==> src/pkg/lrod_pkg.sv <==
// Constants for the LED reset path and output drive stage.
// Assumes a single core clock; every other input is sampled on it.
// Contract
// - Power-on release clears registers and bus state.
// - Acknowledge reset call address byte 06h only.
// - Reset call address with read bit unacknowledged.
// - First reset data byte acknowledged only if A5h.
// - Second reset data byte acknowledged only if 5Ah.
// - Bytes after the two data bytes unacknowledged.
// - STOP after full sequence resets to power-up.
// - Any deviating sequence leaves registers untouched.
// - Invert applies only while enable pin low.
// - Static codes map invert and drive to pins.
// - Code 10 totem-pole follows individual PWM.
// - Open-drain keeps upper transistor always off.
// - Invert bit inverts applied PWM waveform.
// - Code 11 combines individual and group PWM.
// - Enable pin high forces disabled output state.
// - Codes mean off, on, PWM, PWM with group.
package lrod_pkg;

	// ---------------------------------------------------------------
	// Sizes
	// ---------------------------------------------------------------
	localparam int LROD_NUM_CH = 8;
	localparam int LROD_CODE_W = 2;
	localparam int LROD_DATA_W = 8;
	localparam int LROD_ADDR_W = 3;

	// ---------------------------------------------------------------
	// Bus reset call
	// ---------------------------------------------------------------
	localparam logic [7:0] LROD_CALL_ADDR_WR = 8'h06;
	localparam logic [7:0] LROD_CALL_ADDR_RD = 8'h07;
	localparam logic [7:0] LROD_CALL_BYTE1 = 8'ha5;
	localparam logic [7:0] LROD_CALL_BYTE2 = 8'h5a;
	localparam logic [3:0] LROD_BIT_LAST = 4'h8;
	localparam logic [3:0] LROD_BIT_ZERO = 4'h0;
	localparam logic [3:0] LROD_BIT_ONE = 4'h1;

	// ---------------------------------------------------------------
	// Register map and fields
	// ---------------------------------------------------------------
	localparam logic [LROD_ADDR_W-1:0] LROD_REG_MODE = 3'h0;
	localparam logic [LROD_ADDR_W-1:0] LROD_REG_CODES_LO = 3'h1;
	localparam logic [LROD_ADDR_W-1:0] LROD_REG_CODES_HI = 3'h2;
	localparam logic [LROD_ADDR_W-1:0] LROD_REG_STATUS = 3'h3;
	localparam int LROD_MODE_INV_BIT = 4;
	localparam int LROD_MODE_DRV_BIT = 2;
	localparam int LROD_MODE_DIS_LSB = 0;
	localparam int LROD_ST_OE_BIT = 0;
	localparam int LROD_ST_BUSY_BIT = 1;
	localparam int LROD_ST_ARMED_BIT = 2;
	localparam logic [LROD_DATA_W-1:0] LROD_DATA_ZERO = 8'h00;
	localparam logic [15:0] LROD_CODES_RST = 16'h0000;
	localparam logic [1:0] LROD_DIS_RST = 2'h0;

	// ---------------------------------------------------------------
	// Output codes and disabled states
	// ---------------------------------------------------------------
	localparam logic [1:0] LROD_CODE_OFF = 2'h0;
	localparam logic [1:0] LROD_CODE_ON = 2'h1;
	localparam logic [1:0] LROD_CODE_IND = 2'h2;
	localparam logic [1:0] LROD_CODE_GRP = 2'h3;
	localparam logic [1:0] LROD_DIS_LOW = 2'h0;
	localparam logic [1:0] LROD_DIS_HIGH = 2'h1;
	localparam logic [1:0] LROD_DIS_HIZ = 2'h2;

	typedef enum logic [2:0] {
		ST_IDLE,
		ST_ADDR,
		ST_BYTE1,
		ST_BYTE2,
		ST_ARMED,
		ST_IGNORE
	} lrod_state_type;

endpackage

==> src/rtl/lrod_drive_stage.sv <==
// One output channel: code, invert, drive type and enable pin to
// transistor controls. Assumes all inputs are on clk_in.
`timescale 1ns/1ps

module lrod_drive_stage
	import lrod_pkg::*;
(
	input wire logic clk_in,
	input wire logic rst_in,
	input wire logic [LROD_CODE_W-1:0] code_in,
	input wire logic invert_in,
	input wire logic drive_in,
	input wire logic oe_n_in,
	input wire logic [1:0] disabled_in,
	input wire logic ind_pwm_in,
	input wire logic grp_pwm_in,
	output logic upper_out,
	output logic lower_out
);
	logic level;
	logic sink;
	logic upper_d;
	logic lower_d;

	// ---------------------------------------------------------------
	// Transistor decode
	// ---------------------------------------------------------------
	always_comb
	begin
		unique case (code_in)
			LROD_CODE_OFF: level = 1'b0;
			LROD_CODE_ON: level = 1'b1;
			LROD_CODE_IND: level = ind_pwm_in;
			LROD_CODE_GRP: level = ind_pwm_in & grp_pwm_in;
		endcase
		sink = level ^ invert_in;
		if (oe_n_in)
		begin
			// Reserved field releases the pin, the safest choice
			upper_d = (disabled_in == LROD_DIS_HIGH) & drive_in;
			lower_d = (disabled_in == LROD_DIS_LOW);
		end
		else
		begin
			upper_d = ~sink & drive_in;
			lower_d = sink;
		end
	end

	always_ff @(posedge clk_in)
	begin
		if (rst_in)
		begin
			upper_out <= 1'b0;
			lower_out <= 1'b0;
		end
		else
		begin
			upper_out <= upper_d;
			lower_out <= lower_d;
		end
	end

	// ---------------------------------------------------------------
	// Checks
	// ---------------------------------------------------------------
	a_open_drain: assert property (@(posedge clk_in) disable iff (rst_in)
		!drive_in |=> !upper_out)
		else $error("upper transistor on in open-drain");
	a_no_shoot: assert property (@(posedge clk_in) disable iff (rst_in)
		!(upper_out && lower_out))
		else $error("both transistors on");

endmodule // lrod_drive_stage

==> src/rtl/lrod_top.sv <==
// Reset path and eight-channel output drive of an LED driver.
// Assumes a two-wire bus much slower than CORE_CLK_IN, PWM inputs
// from logic on the core clock and a plain local register port.
//
// Design decisions made here: the register offsets and the strobed register port.
`timescale 1ns/1ps

module lrod_top
	import lrod_pkg::*;
(
	input wire logic CORE_CLK_IN,
	input wire logic SYS_RST_IN,
	input wire logic SCL_IN,
	input wire logic SDA_IN,
	output logic SDA_OUT,
	output logic SDA_OE_OUT,
	input wire logic OE_N_IN,
	input wire logic [LROD_NUM_CH-1:0] IND_PWM_IN,
	input wire logic GROUP_PWM_IN,
	input wire logic [LROD_ADDR_W-1:0] REG_ADDR_IN,
	input wire logic [LROD_DATA_W-1:0] REG_WDATA_IN,
	input wire logic REG_WR_IN,
	input wire logic REG_RD_IN,
	output logic [LROD_DATA_W-1:0] REG_RDATA_OUT,
	output logic [LROD_NUM_CH-1:0] UPPER_ON_OUT,
	output logic [LROD_NUM_CH-1:0] LOWER_ON_OUT,
	output logic SW_RESET_OUT
);

	// ---------------------------------------------------------------
	// Declarations
	// ---------------------------------------------------------------
	logic scl_m_q;
	logic scl_s_q;
	logic scl_d_q;
	logic sda_m_q;
	logic sda_s_q;
	logic sda_d_q;
	logic oe_m_q;
	logic oe_n_q;
	logic scl_rise;
	logic scl_fall;
	logic start_det;
	logic stop_det;
	logic counting;
	logic byte_end;
	logic ack_ok;
	logic rst_all;
	lrod_state_type state_q;
	logic [3:0] bit_cnt_q;
	logic ack_phase_q;
	logic [7:0] shift_q;
	logic ack_q;
	logic bus_reset_call_q;
	logic output_polarity_invert_q;
	logic output_drive_type_q;
	logic [1:0] disabled_output_state_q;
	logic [LROD_NUM_CH*LROD_CODE_W-1:0] channel_state_codes_q;
	logic [LROD_DATA_W-1:0] status;
	logic [LROD_DATA_W-1:0] rdata_d;
	logic [LROD_DATA_W-1:0] rdata_q;

	// ---------------------------------------------------------------
	// Internal reset
	// ---------------------------------------------------------------
	// The completed call pulses the same reset as power-on
	assign rst_all = SYS_RST_IN | bus_reset_call_q;

	// ---------------------------------------------------------------
	// Pin synchronisers
	// ---------------------------------------------------------------
	always_ff @(posedge CORE_CLK_IN)
	begin
		if (SYS_RST_IN)
		begin
			scl_m_q <= 1'b1;
			scl_s_q <= 1'b1;
			scl_d_q <= 1'b1;
			sda_m_q <= 1'b1;
			sda_s_q <= 1'b1;
			sda_d_q <= 1'b1;
			// Enable pin held as disabled until sampled twice
			oe_m_q <= 1'b1;
			oe_n_q <= 1'b1;
		end
		else
		begin
			scl_m_q <= SCL_IN;
			scl_s_q <= scl_m_q;
			scl_d_q <= scl_s_q;
			sda_m_q <= SDA_IN;
			sda_s_q <= sda_m_q;
			sda_d_q <= sda_s_q;
			oe_m_q <= OE_N_IN;
			oe_n_q <= oe_m_q;
		end
	end

	assign scl_rise = scl_s_q & ~scl_d_q;
	assign scl_fall = ~scl_s_q & scl_d_q;
	assign start_det = scl_s_q & scl_d_q & sda_d_q & ~sda_s_q;
	assign stop_det = scl_s_q & scl_d_q & ~sda_d_q & sda_s_q;

	// ---------------------------------------------------------------
	// Byte framing
	// ---------------------------------------------------------------
	assign counting = (state_q == ST_ADDR) || (state_q == ST_BYTE1) ||
		(state_q == ST_BYTE2) || (state_q == ST_ARMED);
	assign byte_end = counting & scl_fall & ~ack_phase_q &
		(bit_cnt_q == LROD_BIT_LAST);

	always_ff @(posedge CORE_CLK_IN)
	begin
		if (rst_all || start_det || stop_det)
		begin
			bit_cnt_q <= LROD_BIT_ZERO;
			ack_phase_q <= 1'b0;
			shift_q <= LROD_DATA_ZERO;
		end
		else if (counting && scl_rise && bit_cnt_q != LROD_BIT_LAST)
		begin
			shift_q <= {shift_q[6:0], sda_s_q};
			bit_cnt_q <= bit_cnt_q + LROD_BIT_ONE;
		end
		else if (byte_end)
		begin
			ack_phase_q <= 1'b1;
		end
		else if (scl_fall && ack_phase_q)
		begin
			ack_phase_q <= 1'b0;
			bit_cnt_q <= LROD_BIT_ZERO;
		end
	end

	// ---------------------------------------------------------------
	// Reset call sequence
	// ---------------------------------------------------------------
	// A read address byte differs in its last bit and fails here
	assign ack_ok =
		(state_q == ST_ADDR && shift_q == LROD_CALL_ADDR_WR) ||
		(state_q == ST_BYTE1 && shift_q == LROD_CALL_BYTE1) ||
		(state_q == ST_BYTE2 && shift_q == LROD_CALL_BYTE2);

	always_ff @(posedge CORE_CLK_IN)
	begin
		if (rst_all)
		begin
			state_q <= ST_IDLE;
		end
		else if (start_det)
		begin
			state_q <= ST_ADDR;
		end
		else if (stop_det)
		begin
			state_q <= ST_IDLE;
		end
		else if (byte_end)
		begin
			if (!ack_ok)
			begin
				state_q <= ST_IGNORE;
			end
			else
			begin
				unique case (state_q)
					ST_ADDR: state_q <= ST_BYTE1;
					ST_BYTE1: state_q <= ST_BYTE2;
					ST_BYTE2: state_q <= ST_ARMED;
					ST_ARMED: state_q <= ST_IGNORE;
					ST_IDLE: state_q <= ST_IDLE;
					ST_IGNORE: state_q <= ST_IGNORE;
				endcase
			end
		end
	end

	// Acknowledge drives the data line low for one bus clock
	always_ff @(posedge CORE_CLK_IN)
	begin
		if (rst_all || start_det || stop_det)
		begin
			ack_q <= 1'b0;
		end
		else if (byte_end)
		begin
			ack_q <= ack_ok;
		end
		else if (scl_fall && ack_phase_q)
		begin
			ack_q <= 1'b0;
		end
	end

	// Only a STOP after the second acknowledged data byte fires
	always_ff @(posedge CORE_CLK_IN)
	begin
		if (SYS_RST_IN)
		begin
			bus_reset_call_q <= 1'b0;
		end
		else
		begin
			bus_reset_call_q <= stop_det & (state_q == ST_ARMED) & ~bus_reset_call_q;
		end
	end

	assign SDA_OUT = 1'b0;
	assign SDA_OE_OUT = ack_q;
	assign SW_RESET_OUT = bus_reset_call_q;

	// ---------------------------------------------------------------
	// Registers
	// ---------------------------------------------------------------
	always_ff @(posedge CORE_CLK_IN)
	begin
		if (rst_all)
		begin
			output_polarity_invert_q <= 1'b0;
			output_drive_type_q <= 1'b0;
			disabled_output_state_q <= LROD_DIS_RST;
		end
		else if (REG_WR_IN && REG_ADDR_IN == LROD_REG_MODE)
		begin
			output_polarity_invert_q <= REG_WDATA_IN[LROD_MODE_INV_BIT];
			output_drive_type_q <= REG_WDATA_IN[LROD_MODE_DRV_BIT];
			disabled_output_state_q <=
				REG_WDATA_IN[LROD_MODE_DIS_LSB +: 2];
		end
	end

	always_ff @(posedge CORE_CLK_IN)
	begin
		if (rst_all)
		begin
			channel_state_codes_q <= LROD_CODES_RST;
		end
		else if (REG_WR_IN && REG_ADDR_IN == LROD_REG_CODES_LO)
		begin
			channel_state_codes_q[7:0] <= REG_WDATA_IN;
		end
		else if (REG_WR_IN && REG_ADDR_IN == LROD_REG_CODES_HI)
		begin
			channel_state_codes_q[15:8] <= REG_WDATA_IN;
		end
	end

	always_comb
	begin
		status = LROD_DATA_ZERO;
		status[LROD_ST_OE_BIT] = oe_n_q;
		status[LROD_ST_BUSY_BIT] = (state_q != ST_IDLE);
		status[LROD_ST_ARMED_BIT] = (state_q == ST_ARMED);
		rdata_d = LROD_DATA_ZERO;
		if (REG_RD_IN)
		begin
			if (REG_ADDR_IN == LROD_REG_MODE)
			begin
				rdata_d[LROD_MODE_INV_BIT] = output_polarity_invert_q;
				rdata_d[LROD_MODE_DRV_BIT] = output_drive_type_q;
				rdata_d[LROD_MODE_DIS_LSB +: 2] = disabled_output_state_q;
			end
			else if (REG_ADDR_IN == LROD_REG_CODES_LO)
			begin
				rdata_d = channel_state_codes_q[7:0];
			end
			else if (REG_ADDR_IN == LROD_REG_CODES_HI)
			begin
				rdata_d = channel_state_codes_q[15:8];
			end
			else if (REG_ADDR_IN == LROD_REG_STATUS)
			begin
				rdata_d = status;
			end
		end
	end

	// Read data stands for the one cycle after the strobe
	always_ff @(posedge CORE_CLK_IN)
	begin
		if (SYS_RST_IN)
		begin
			rdata_q <= LROD_DATA_ZERO;
		end
		else
		begin
			rdata_q <= rdata_d;
		end
	end
	assign REG_RDATA_OUT = rdata_q;

	// ---------------------------------------------------------------
	// Output drive stages
	// ---------------------------------------------------------------
	for (genvar ch = 0; ch < LROD_NUM_CH; ch++)
	begin : g_stage
		lrod_drive_stage u_stage (
			.clk_in(CORE_CLK_IN),
			.rst_in(rst_all),
			.code_in(channel_state_codes_q[ch*LROD_CODE_W +: LROD_CODE_W]),
			.invert_in(output_polarity_invert_q),
			.drive_in(output_drive_type_q),
			.oe_n_in(oe_n_q),
			.disabled_in(disabled_output_state_q),
			.ind_pwm_in(IND_PWM_IN[ch]),
			.grp_pwm_in(GROUP_PWM_IN),
			.upper_out(UPPER_ON_OUT[ch]),
			.lower_out(LOWER_ON_OUT[ch])
		);
	end

	// ---------------------------------------------------------------
	// Checks
	// ---------------------------------------------------------------
	a_por_clear: assert property (@(posedge CORE_CLK_IN)
		SYS_RST_IN |=> state_q == ST_IDLE &&
		channel_state_codes_q == LROD_CODES_RST && !output_drive_type_q)
		else $error("power-on did not clear state");
	a_addr_ack: assert property (@(posedge CORE_CLK_IN)
		disable iff (rst_all)
		byte_end && state_q == ST_ADDR && shift_q == LROD_CALL_ADDR_WR
		|=> ack_q && state_q == ST_BYTE1)
		else $error("write call address not acknowledged");
	a_read_nak: assert property (@(posedge CORE_CLK_IN)
		disable iff (rst_all)
		byte_end && state_q == ST_ADDR && shift_q == LROD_CALL_ADDR_RD
		|=> !ack_q && state_q == ST_IGNORE)
		else $error("read call address acknowledged");
	a_byte1_check: assert property (@(posedge CORE_CLK_IN)
		disable iff (rst_all)
		byte_end && state_q == ST_BYTE1
		|=> ack_q == ($past(shift_q) == LROD_CALL_BYTE1))
		else $error("first data byte answer wrong");
	a_byte2_check: assert property (@(posedge CORE_CLK_IN)
		disable iff (rst_all)
		byte_end && state_q == ST_BYTE2
		|=> ack_q == ($past(shift_q) == LROD_CALL_BYTE2))
		else $error("second data byte answer wrong");
	a_extra_nak: assert property (@(posedge CORE_CLK_IN)
		disable iff (rst_all)
		byte_end && state_q == ST_ARMED |=> !ack_q [*1] ##1 !bus_reset_call_q)
		else $error("extra byte acknowledged");
	a_call_reset: assert property (@(posedge CORE_CLK_IN)
		disable iff (SYS_RST_IN)
		stop_det && state_q == ST_ARMED |=> bus_reset_call_q ##1
		(state_q == ST_IDLE && channel_state_codes_q == LROD_CODES_RST))
		else $error("completed call did not reset");
	a_no_reset: assert property (@(posedge CORE_CLK_IN)
		disable iff (SYS_RST_IN)
		stop_det && state_q != ST_ARMED |=> !bus_reset_call_q)
		else $error("reset after malformed call");
	a_disabled_low: assert property (@(posedge CORE_CLK_IN)
		disable iff (rst_all)
		oe_n_q && disabled_output_state_q == LROD_DIS_LOW
		&& !REG_WR_IN ##1 !rst_all
		|-> LOWER_ON_OUT == {LROD_NUM_CH{1'b1}} && UPPER_ON_OUT == '0)
		else $error("disabled outputs not low");
	a_enable_static: assert property (@(posedge CORE_CLK_IN)
		disable iff (rst_all)
		!oe_n_q && channel_state_codes_q[1:0] == LROD_CODE_ON
		&& !output_polarity_invert_q ##1 !rst_all |-> LOWER_ON_OUT[0])
		else $error("on code does not sink");
	c_call_done: cover property (@(posedge CORE_CLK_IN) bus_reset_call_q);
	c_read_nak: cover property (@(posedge CORE_CLK_IN)
		byte_end && state_q == ST_ADDR && !ack_ok);
	c_extra_byte: cover property (@(posedge CORE_CLK_IN)
		byte_end && state_q == ST_ARMED);
	c_pwm_out: cover property (@(posedge CORE_CLK_IN)
		!oe_n_q && channel_state_codes_q[1:0] == LROD_CODE_GRP);

endmodule // lrod_top

==> config.mk <==
export PLATFORM = sky130hd
export DESIGN_NAME = lrod_top
export DESIGN_NICKNAME = d
export VERILOG_FILES = /design/src/pkg/lrod_pkg.sv /design/src/rtl/lrod_drive_stage.sv /design/src/rtl/lrod_top.sv
export SDC_FILE = /design/constraint.sdc
export NUM_CORES = 1
export LEC_CHECK = 0
export BUFFER_PORTS_ARGS = -buffer_cell sky130_fd_sc_hd__buf_2
export CORE_ASPECT_RATIO = 1.25
export CORE_MARGIN = 10
export CORE_UTILIZATION = 48
export CTS_BUF_LIST = sky130_fd_sc_hd__clkbuf_8 sky130_fd_sc_hd__clkbuf_16
export DETAILED_ROUTE_END_ITERATION = 10
export PLACE_DENSITY_LB_ADDON = 0.1
export SLEW_MARGIN = 15
export SYNTH_ARGS = -nofsm -noshare
export SYNTH_HDL_FRONTEND = slang
export SYNTH_SLANG_ARGS = --single-unit
==> constraint.sdc <==
create_clock -name CORE_CLK_IN -period 2.5 [get_ports CORE_CLK_IN]
set_input_delay 0 -clock CORE_CLK_IN [delete_from_list [all_inputs] [get_ports CORE_CLK_IN]]
set_output_delay 0 -clock CORE_CLK_IN [all_outputs]
set_load 0.01 [all_outputs]
---- Word level (Yosys, flattened, before mapping) ----
Cells that the tools add are included.
storage, ports and cells
  flip-flop bits (word level) ............. 70
  latch bits .............................. 0
  memory bits (writable) .................. 0
  ROM bits ................................ 0
  logic and storage cells ................. 211
  memories ................................ 0
cells by class
  add/sub/neg operators ................... 1
  multiply operators ...................... 0
  divide/modulo/power cells ............... 0
  $lt $le $gt $ge ......................... 0
  equal/unequal tests ..................... 39
  shift-type cells ........................ 0
  muxes and demuxes ....................... 40
  bitwise operators ....................... 55
  reductions and logical operators ........ 38
operators by type and width
  kind                                                 count
  equality test 2 bit, second input constant           16
  case mux 1 bit (4 select lines)                      8
  bitwise AND 1 bit                                    29
  2-to-1 mux 1 bit                                     23
  equality test 2 x 1 -> 1 bit, second input constant  9
  logical NOT 2 bit                                    9
  inverter 1 bit                                       17
  2-to-1 mux 8 bit                                     2
  case mux 3 bit (5 select lines)                      1
  equality test 3 x 2 -> 1 bit, second input constant  4
  2-to-1 mux 4 bit                                     3
  logical AND 1 bit                                    9
  2-to-1 mux 3 bit                                     3
  equality test 8 x 3 -> 1 bit, second input constant  1
  equality test 8 x 7 -> 1 bit, second input constant  1
  equality test 8 bit, second input constant           1
  bitwise XOR 1 bit                                    8
  logical OR 1 bit                                     7
  equality test 3 x 1 -> 1 bit, second input constant  2
  equality test 3 bit, second input constant           2
  logical NOT 3 bit                                    2
  AND reduction 2 bit                                  3
  nonzero test 3 bit                                   2
  OR reduction 3 bit                                   2
  7 further kinds                                      9

---- Longest topological paths before layout ----
  word-level depth ........................ 10
  depth in mapped cells ................... 7

---- Hierarchy ----
A second synthesis with hierarchy kept.
unflattened totals
  cells, all modules ...................... 375
  area total of the unflattened synthesis .. 3280.6 um2
modules (own cells, without submodules)
  module            times used  cells an instance  area each (um2)  sequential area each (um2)
  lrod_top          1           247                2209.6           1081.0
  lrod_drive_stage  8           16                 133.9            40.0

---- Worst setup path before layout ----
No wires, ideal clock.
  path kind ............................... register to register
  start ................................... register shift_q[6]
  end ..................................... register state_q[2]
  library setup time ...................... 0.115 ns
  arrival time ............................ 1.465 ns
  path slack .............................. 0.920 ns
  cell stages (with the launch flop) ...... 5
  path buffers ............................ 0
  cells stage by stage .................... dfxtp_1 -> or4b_4 -> mux2_2 -> o21ba_1 -> o21a_1
between the ends
  longest elaborated chain between the ends .. 5
  elaborated cells on any way between the ends .. 9
ends and longest elaborated chain
  item                                                                        RTL line                          RTL
  start: declaration                                                          lrod_top.sv:52                    logic [7:0] shift_q;
  start signal: assignment                                                    lrod_top.sv:122                   shift_q <= {shift_q[6:0], sda_s_q};
  equality test 8 x 3 -> 1 bit / equality test 8 bit (equally long branches)  lrod_top.sv:141, lrod_top.sv:142
  logical AND 1 bit, on equally long branches                                 lrod_top.sv:141, lrod_top.sv:142
  logical OR 1 bit                                                            lrod_top.sv:141                   (state_q == ST_ADDR && shift_q == LROD_CALL_ADDR_WR) ||
  logical OR 1 bit *                                                          lrod_top.sv:142                   (state_q == ST_BYTE1 && shift_q == LROD_CALL_BYTE1) ||
  2-to-1 mux 3 bit *                                                          lrod_top.sv:161                   if (!ack_ok)
  end signal: assignment                                                      lrod_top.sv:149                   state_q <= ST_IDLE;
  end signal: assignment                                                      lrod_top.sv:163                   state_q <= ST_IGNORE;
  end signal: assignment                                                      lrod_top.sv:168                   ST_ADDR: state_q <= ST_BYTE1;
  end: declaration                                                            lrod_top.sv:49                    lrod_state_type state_q;
Mark *: on every way between the ends. The rest lies on a longest branch, timed or not.
A chain may end at the register's enable or synchronous reset.

---- Worst setup path after layout ----
  start ................................... input port SYS_RST_IN
  end ..................................... register g_stage[5].u_stage.upper_out
between the ends
  longest elaborated chain between the ends .. 1
ends and longest elaborated chain
  item                    RTL line                RTL
  start: declaration      lrod_top.sv:12          input wire logic SYS_RST_IN,
  bitwise OR 1 bit        lrod_top.sv:67          assign rst_all = SYS_RST_IN | bus_reset_call_q;
  end signal: assignment  lrod_drive_stage.sv:59  upper_out <= upper_d;
  end: declaration        lrod_drive_stage.sv:17  output logic upper_out,
Every way passes these cells.

==> flow_metrics.tcl <==
set metrics [dict create \
    min_period_ns 1.80 \
    gp_congestion 0.864 \
    combPwrFrac_pct 7.0 \
    fin_crit_sh_pct 72.1 \
    p_sw_share_pct 21.7 \
    via_count 2454 \
    routed_wl_um 7030 \
    htreeDepth 3 \
    postSynthAreaPerCell_um2 8.98 \
    synth.most_common_cell "dfxtp_1" \
    placed_area_um2 3250 \
    clkSlewWorstSetupHoldPaths_ns 0.07 \
    path_cells "dlygate4sd3_1, buf_2, or2_2, nor2_2, nand2_1, o21ai_0" \
    hold_depth 2 \
    power.leakage_nw 1.50 \
    worst_ep_required_time_ns 2.76 \
    grt_antenna_before_repair 0 \
    clkPwrFrac_pct 45.6 \
    hold_class "primary input to flip-flop" \
    dp_hpwl_um 5140 \
    power.total_mw 2.44 \
    holdPathEnd "REG_RDATA_OUT[1]" \
    synth_top_flop_cell "dfxtp_1" \
    wl_per_cell_um 14.7 \
    p_int_mw 1.91 \
    num_antenna_cells 0 \
    synthTopCellsByArea "dfxtp_1, nand2_1, buf_4" \
    rsz0062_at_grt "false" \
    p_per_area_nw_per_um2 670 \
    overflow 0 \
    max_slew_margin_pct 59.9 \
    viasPerCell 5.12 \
    cts_tree "yes" \
    grtUsageTotal_pct 13.9 \
    clock_latency_ns 0.34 \
    grt_pass1_vias 2379 \
    finalNetCount 418 \
    crit_fanout 22 \
    multi_input_area_um2 1430 \
    worst_slack_ns 0.697 \
    grt_max_degree 23 \
    row_count 32 \
    synth_top_area_share_pct 45.9 \
    synth_edf_count 0 \
    critPathArrivalTime_ns 2.07 \
    synthDistinctLibCells 49 \
    cts.sinks 70 \
    io_buffers 52 \
    ant_nets 0 \
    peakVddDrop_mv 0.513 \
    status "complete, no violations" \
    synth_nets 369 \
    initial_core_util_pct 49.5 \
    tns_ns 0 \
    yosysSeqAreaShare_pct 45.9 \
    synth_cells 340 \
    cpMaxStageDelayCell "dlygate4sd3_1" \
    final_area_um2 3650 \
    r2r_cells 7 \
    drt_iter0_drc 150 \
    ys_seq_elements 70 \
    yosys_warnings 0 \
    fmaxAchievable_ghz 0.555 \
    hold_violations 0 \
    regArea_um2 1400 \
    cts_buffer_depth 2 \
    cap_viol_max_count 0 \
    die_area_um2 9970 \
    worstMarginPinSlew_ns 0.597 \
    setup_viol 0 \
    cts_resized 0 \
    criticalPathCategory "primary input to flip-flop" \
    first_pass_iters 4 \
    rr_startpoint "bit_cnt_q[0]" \
    core_area_um2 6170 \
    p_switching_mw 0.529 \
    crit_path_end_kind "flip-flop" \
    utilization_pct 59.1 \
    die_h_um 109 \
    final.setup_skew_ns 0.00692 \
    start_kind "primary input" \
    pre_cts_ws_ns 0.762 \
    grt_pass1_wl_um 11100 \
    r2r_slack_ns 0.75 \
    n_fill_cell 606 \
    pin_count 54 \
    hp-start "REG_ADDR_IN[0]" \
    drive_gt1_share_pct 24.9 \
    syn2layout_area_growth_pct 19.4 \
    synthesis.area_um2 3050 \
    numCtsBuffers 9 \
    cpPeakStageDelay_ns 0.53 \
    synthTopCellsByCount "dfxtp_1, nand2_1, a21oi_1" \
    cts_root_buf "clkbuf_8" \
    drc_errors 0 \
    yosysTopAreaCell "dfxtp_1" \
    p_seq_share_pct 47.3 \
    async_reset_ff_share_pct 0 \
    slew_viol_final 0 \
    timing.rr.end "bit_cnt_q[3]" \
    fp.dieW_um 91.3 \
]
[repair_timing]
item / CTS / global route
hold endpoints to repair: 29 / 0
setup buffers: 0 / 0
hold buffers: 15 / 0
[power groups by stage]
stage / clock [mW] / sequential, mW / combinational [mW]
floorplan: 0 / 1.18 / 0.113
global placement: 0 / 1.18 / 0.156
detailed placement: 0 / 1.18 / 0.156
CTS: 1.13 / 1.16 / 0.174
global route: 1.18 / 1.16 / 0.188
finish: 1.11 / 1.16 / 0.172
[final cells by class]
cell class	count	area share (%)
Timing Repair Buffer	69	11.7
Multi-Input combinational cell	230	39.3
Clock buffer	10	3.77
Tap cell	85	2.92
Sequential cell	70	38.4
Inverter	9	0.927
Clock inverter	6	2.99
[flip-flops by register name (all words and copies together), names as in the netlist]
register                   count
g_stage.u_stage.upper_out      8
oe_n_q                         1
g_stage.u_stage.lower_out      8
channel_state_codes_q         16
REG_RDATA_OUT                  8
shift_q                        8
output_drive_type_q            1
bit_cnt_q                      4
output_polarity_invert_q       1
sda_d_q                        1
scl_d_q                        1
state_q                        3
scl_m_q                        1
ack_phase_q                    1
SW_RESET_OUT                   1
sda_m_q                        1
oe_m_q                         1
scl_s_q                        1
disabled_output_state_q        2
sda_s_q                        1
SDA_OE_OUT                     1
[critical path, delay by kind of cell]
| family | cells | cell delay [ns] |
|---|---|---|
| AO/OA/AOI/OAI | 1 | 0.21 |
| AND/OR/NAND/NOR | 3 | 1.15 |
| buffers and inverters | 2 | 0.71 |
[cells by family after synthesis]
logic type	after synthesis	share of synthesized area [%]
compound gates	73	15.4
xor+xnor	9	2.58
fa+ha+maj	2	0.819
buf+inv	40	7.21
flops	70	45.9
mux	14	5.08
other cells	1	0.123
simple gates	131	22.9
[cell usage in the layout (no fill, tap or decap), types with 4 or more instances in the layout]
master,count
nand2_1,38
buf_2,52
nand3_1,5
mux2i_1,11
nand2b_1,12
nor2_1,23
dfxtp_1,70
dlygate4sd3_1,15
a21bo_2,8
nor2b_1,13
xnor2_1,9
o21ai_0,14
a31oi_1,10
nand3b_1,4
or2_2,11
inv_1,9
a22oi_1,5
a21oi_1,25
clkbuf_8,10
[per-stage QoR]
| step | std cells | hold slack (ns) |
|---|---|---|
| detailed placement | 448 | 0.190 |
| global route | 479 | 0.0432 |
| global placement | 448 | 0.183 |
| CTS | 479 | 0.0312 |
| finish | 479 | 0.0355 |
| floorplan | 340 | 0.104 |
[routing by layer]
| layer | GRT usage [%] | vias to the layer above | routed length (µm) |
|---|---|---|---|
| met2 | 24.6 | 66 | 3620 |
| met1 | 14.3 | 1125 | 2810 |
| li1 | - | 1241 | - |
| met5 | 0 | - | 0 |
| met4 | 8.63 | 0 | 260 |
| met3 | 3.78 | 22 | 339 |
[worst max-delay path by stage]
| stage | slack [ns] | end | startpoint | cells past startpoint |
|---|---|---|---|---|
| after detailed placement | 0.76 | bit_cnt_q[3] | bit_cnt_q[0] | 7 |
| after CTS | 0.69 | g_stage[5].u_stage.upper_out | SYS_RST_IN | 6 |
| final | 0.70 | g_stage[5].u_stage.upper_out | SYS_RST_IN | 6 |
| after global routing | 0.49 | g_stage[5].u_stage.upper_out | SYS_RST_IN | 6 |
| after global placement | 0.78 | g_stage[4].u_stage.upper_out | SW_RESET_OUT | 4 |
| after floorplan | 0.92 | state_q[2] | shift_q[6] | 4 |
No activity file was read; power rests on OpenSTA's default activity.
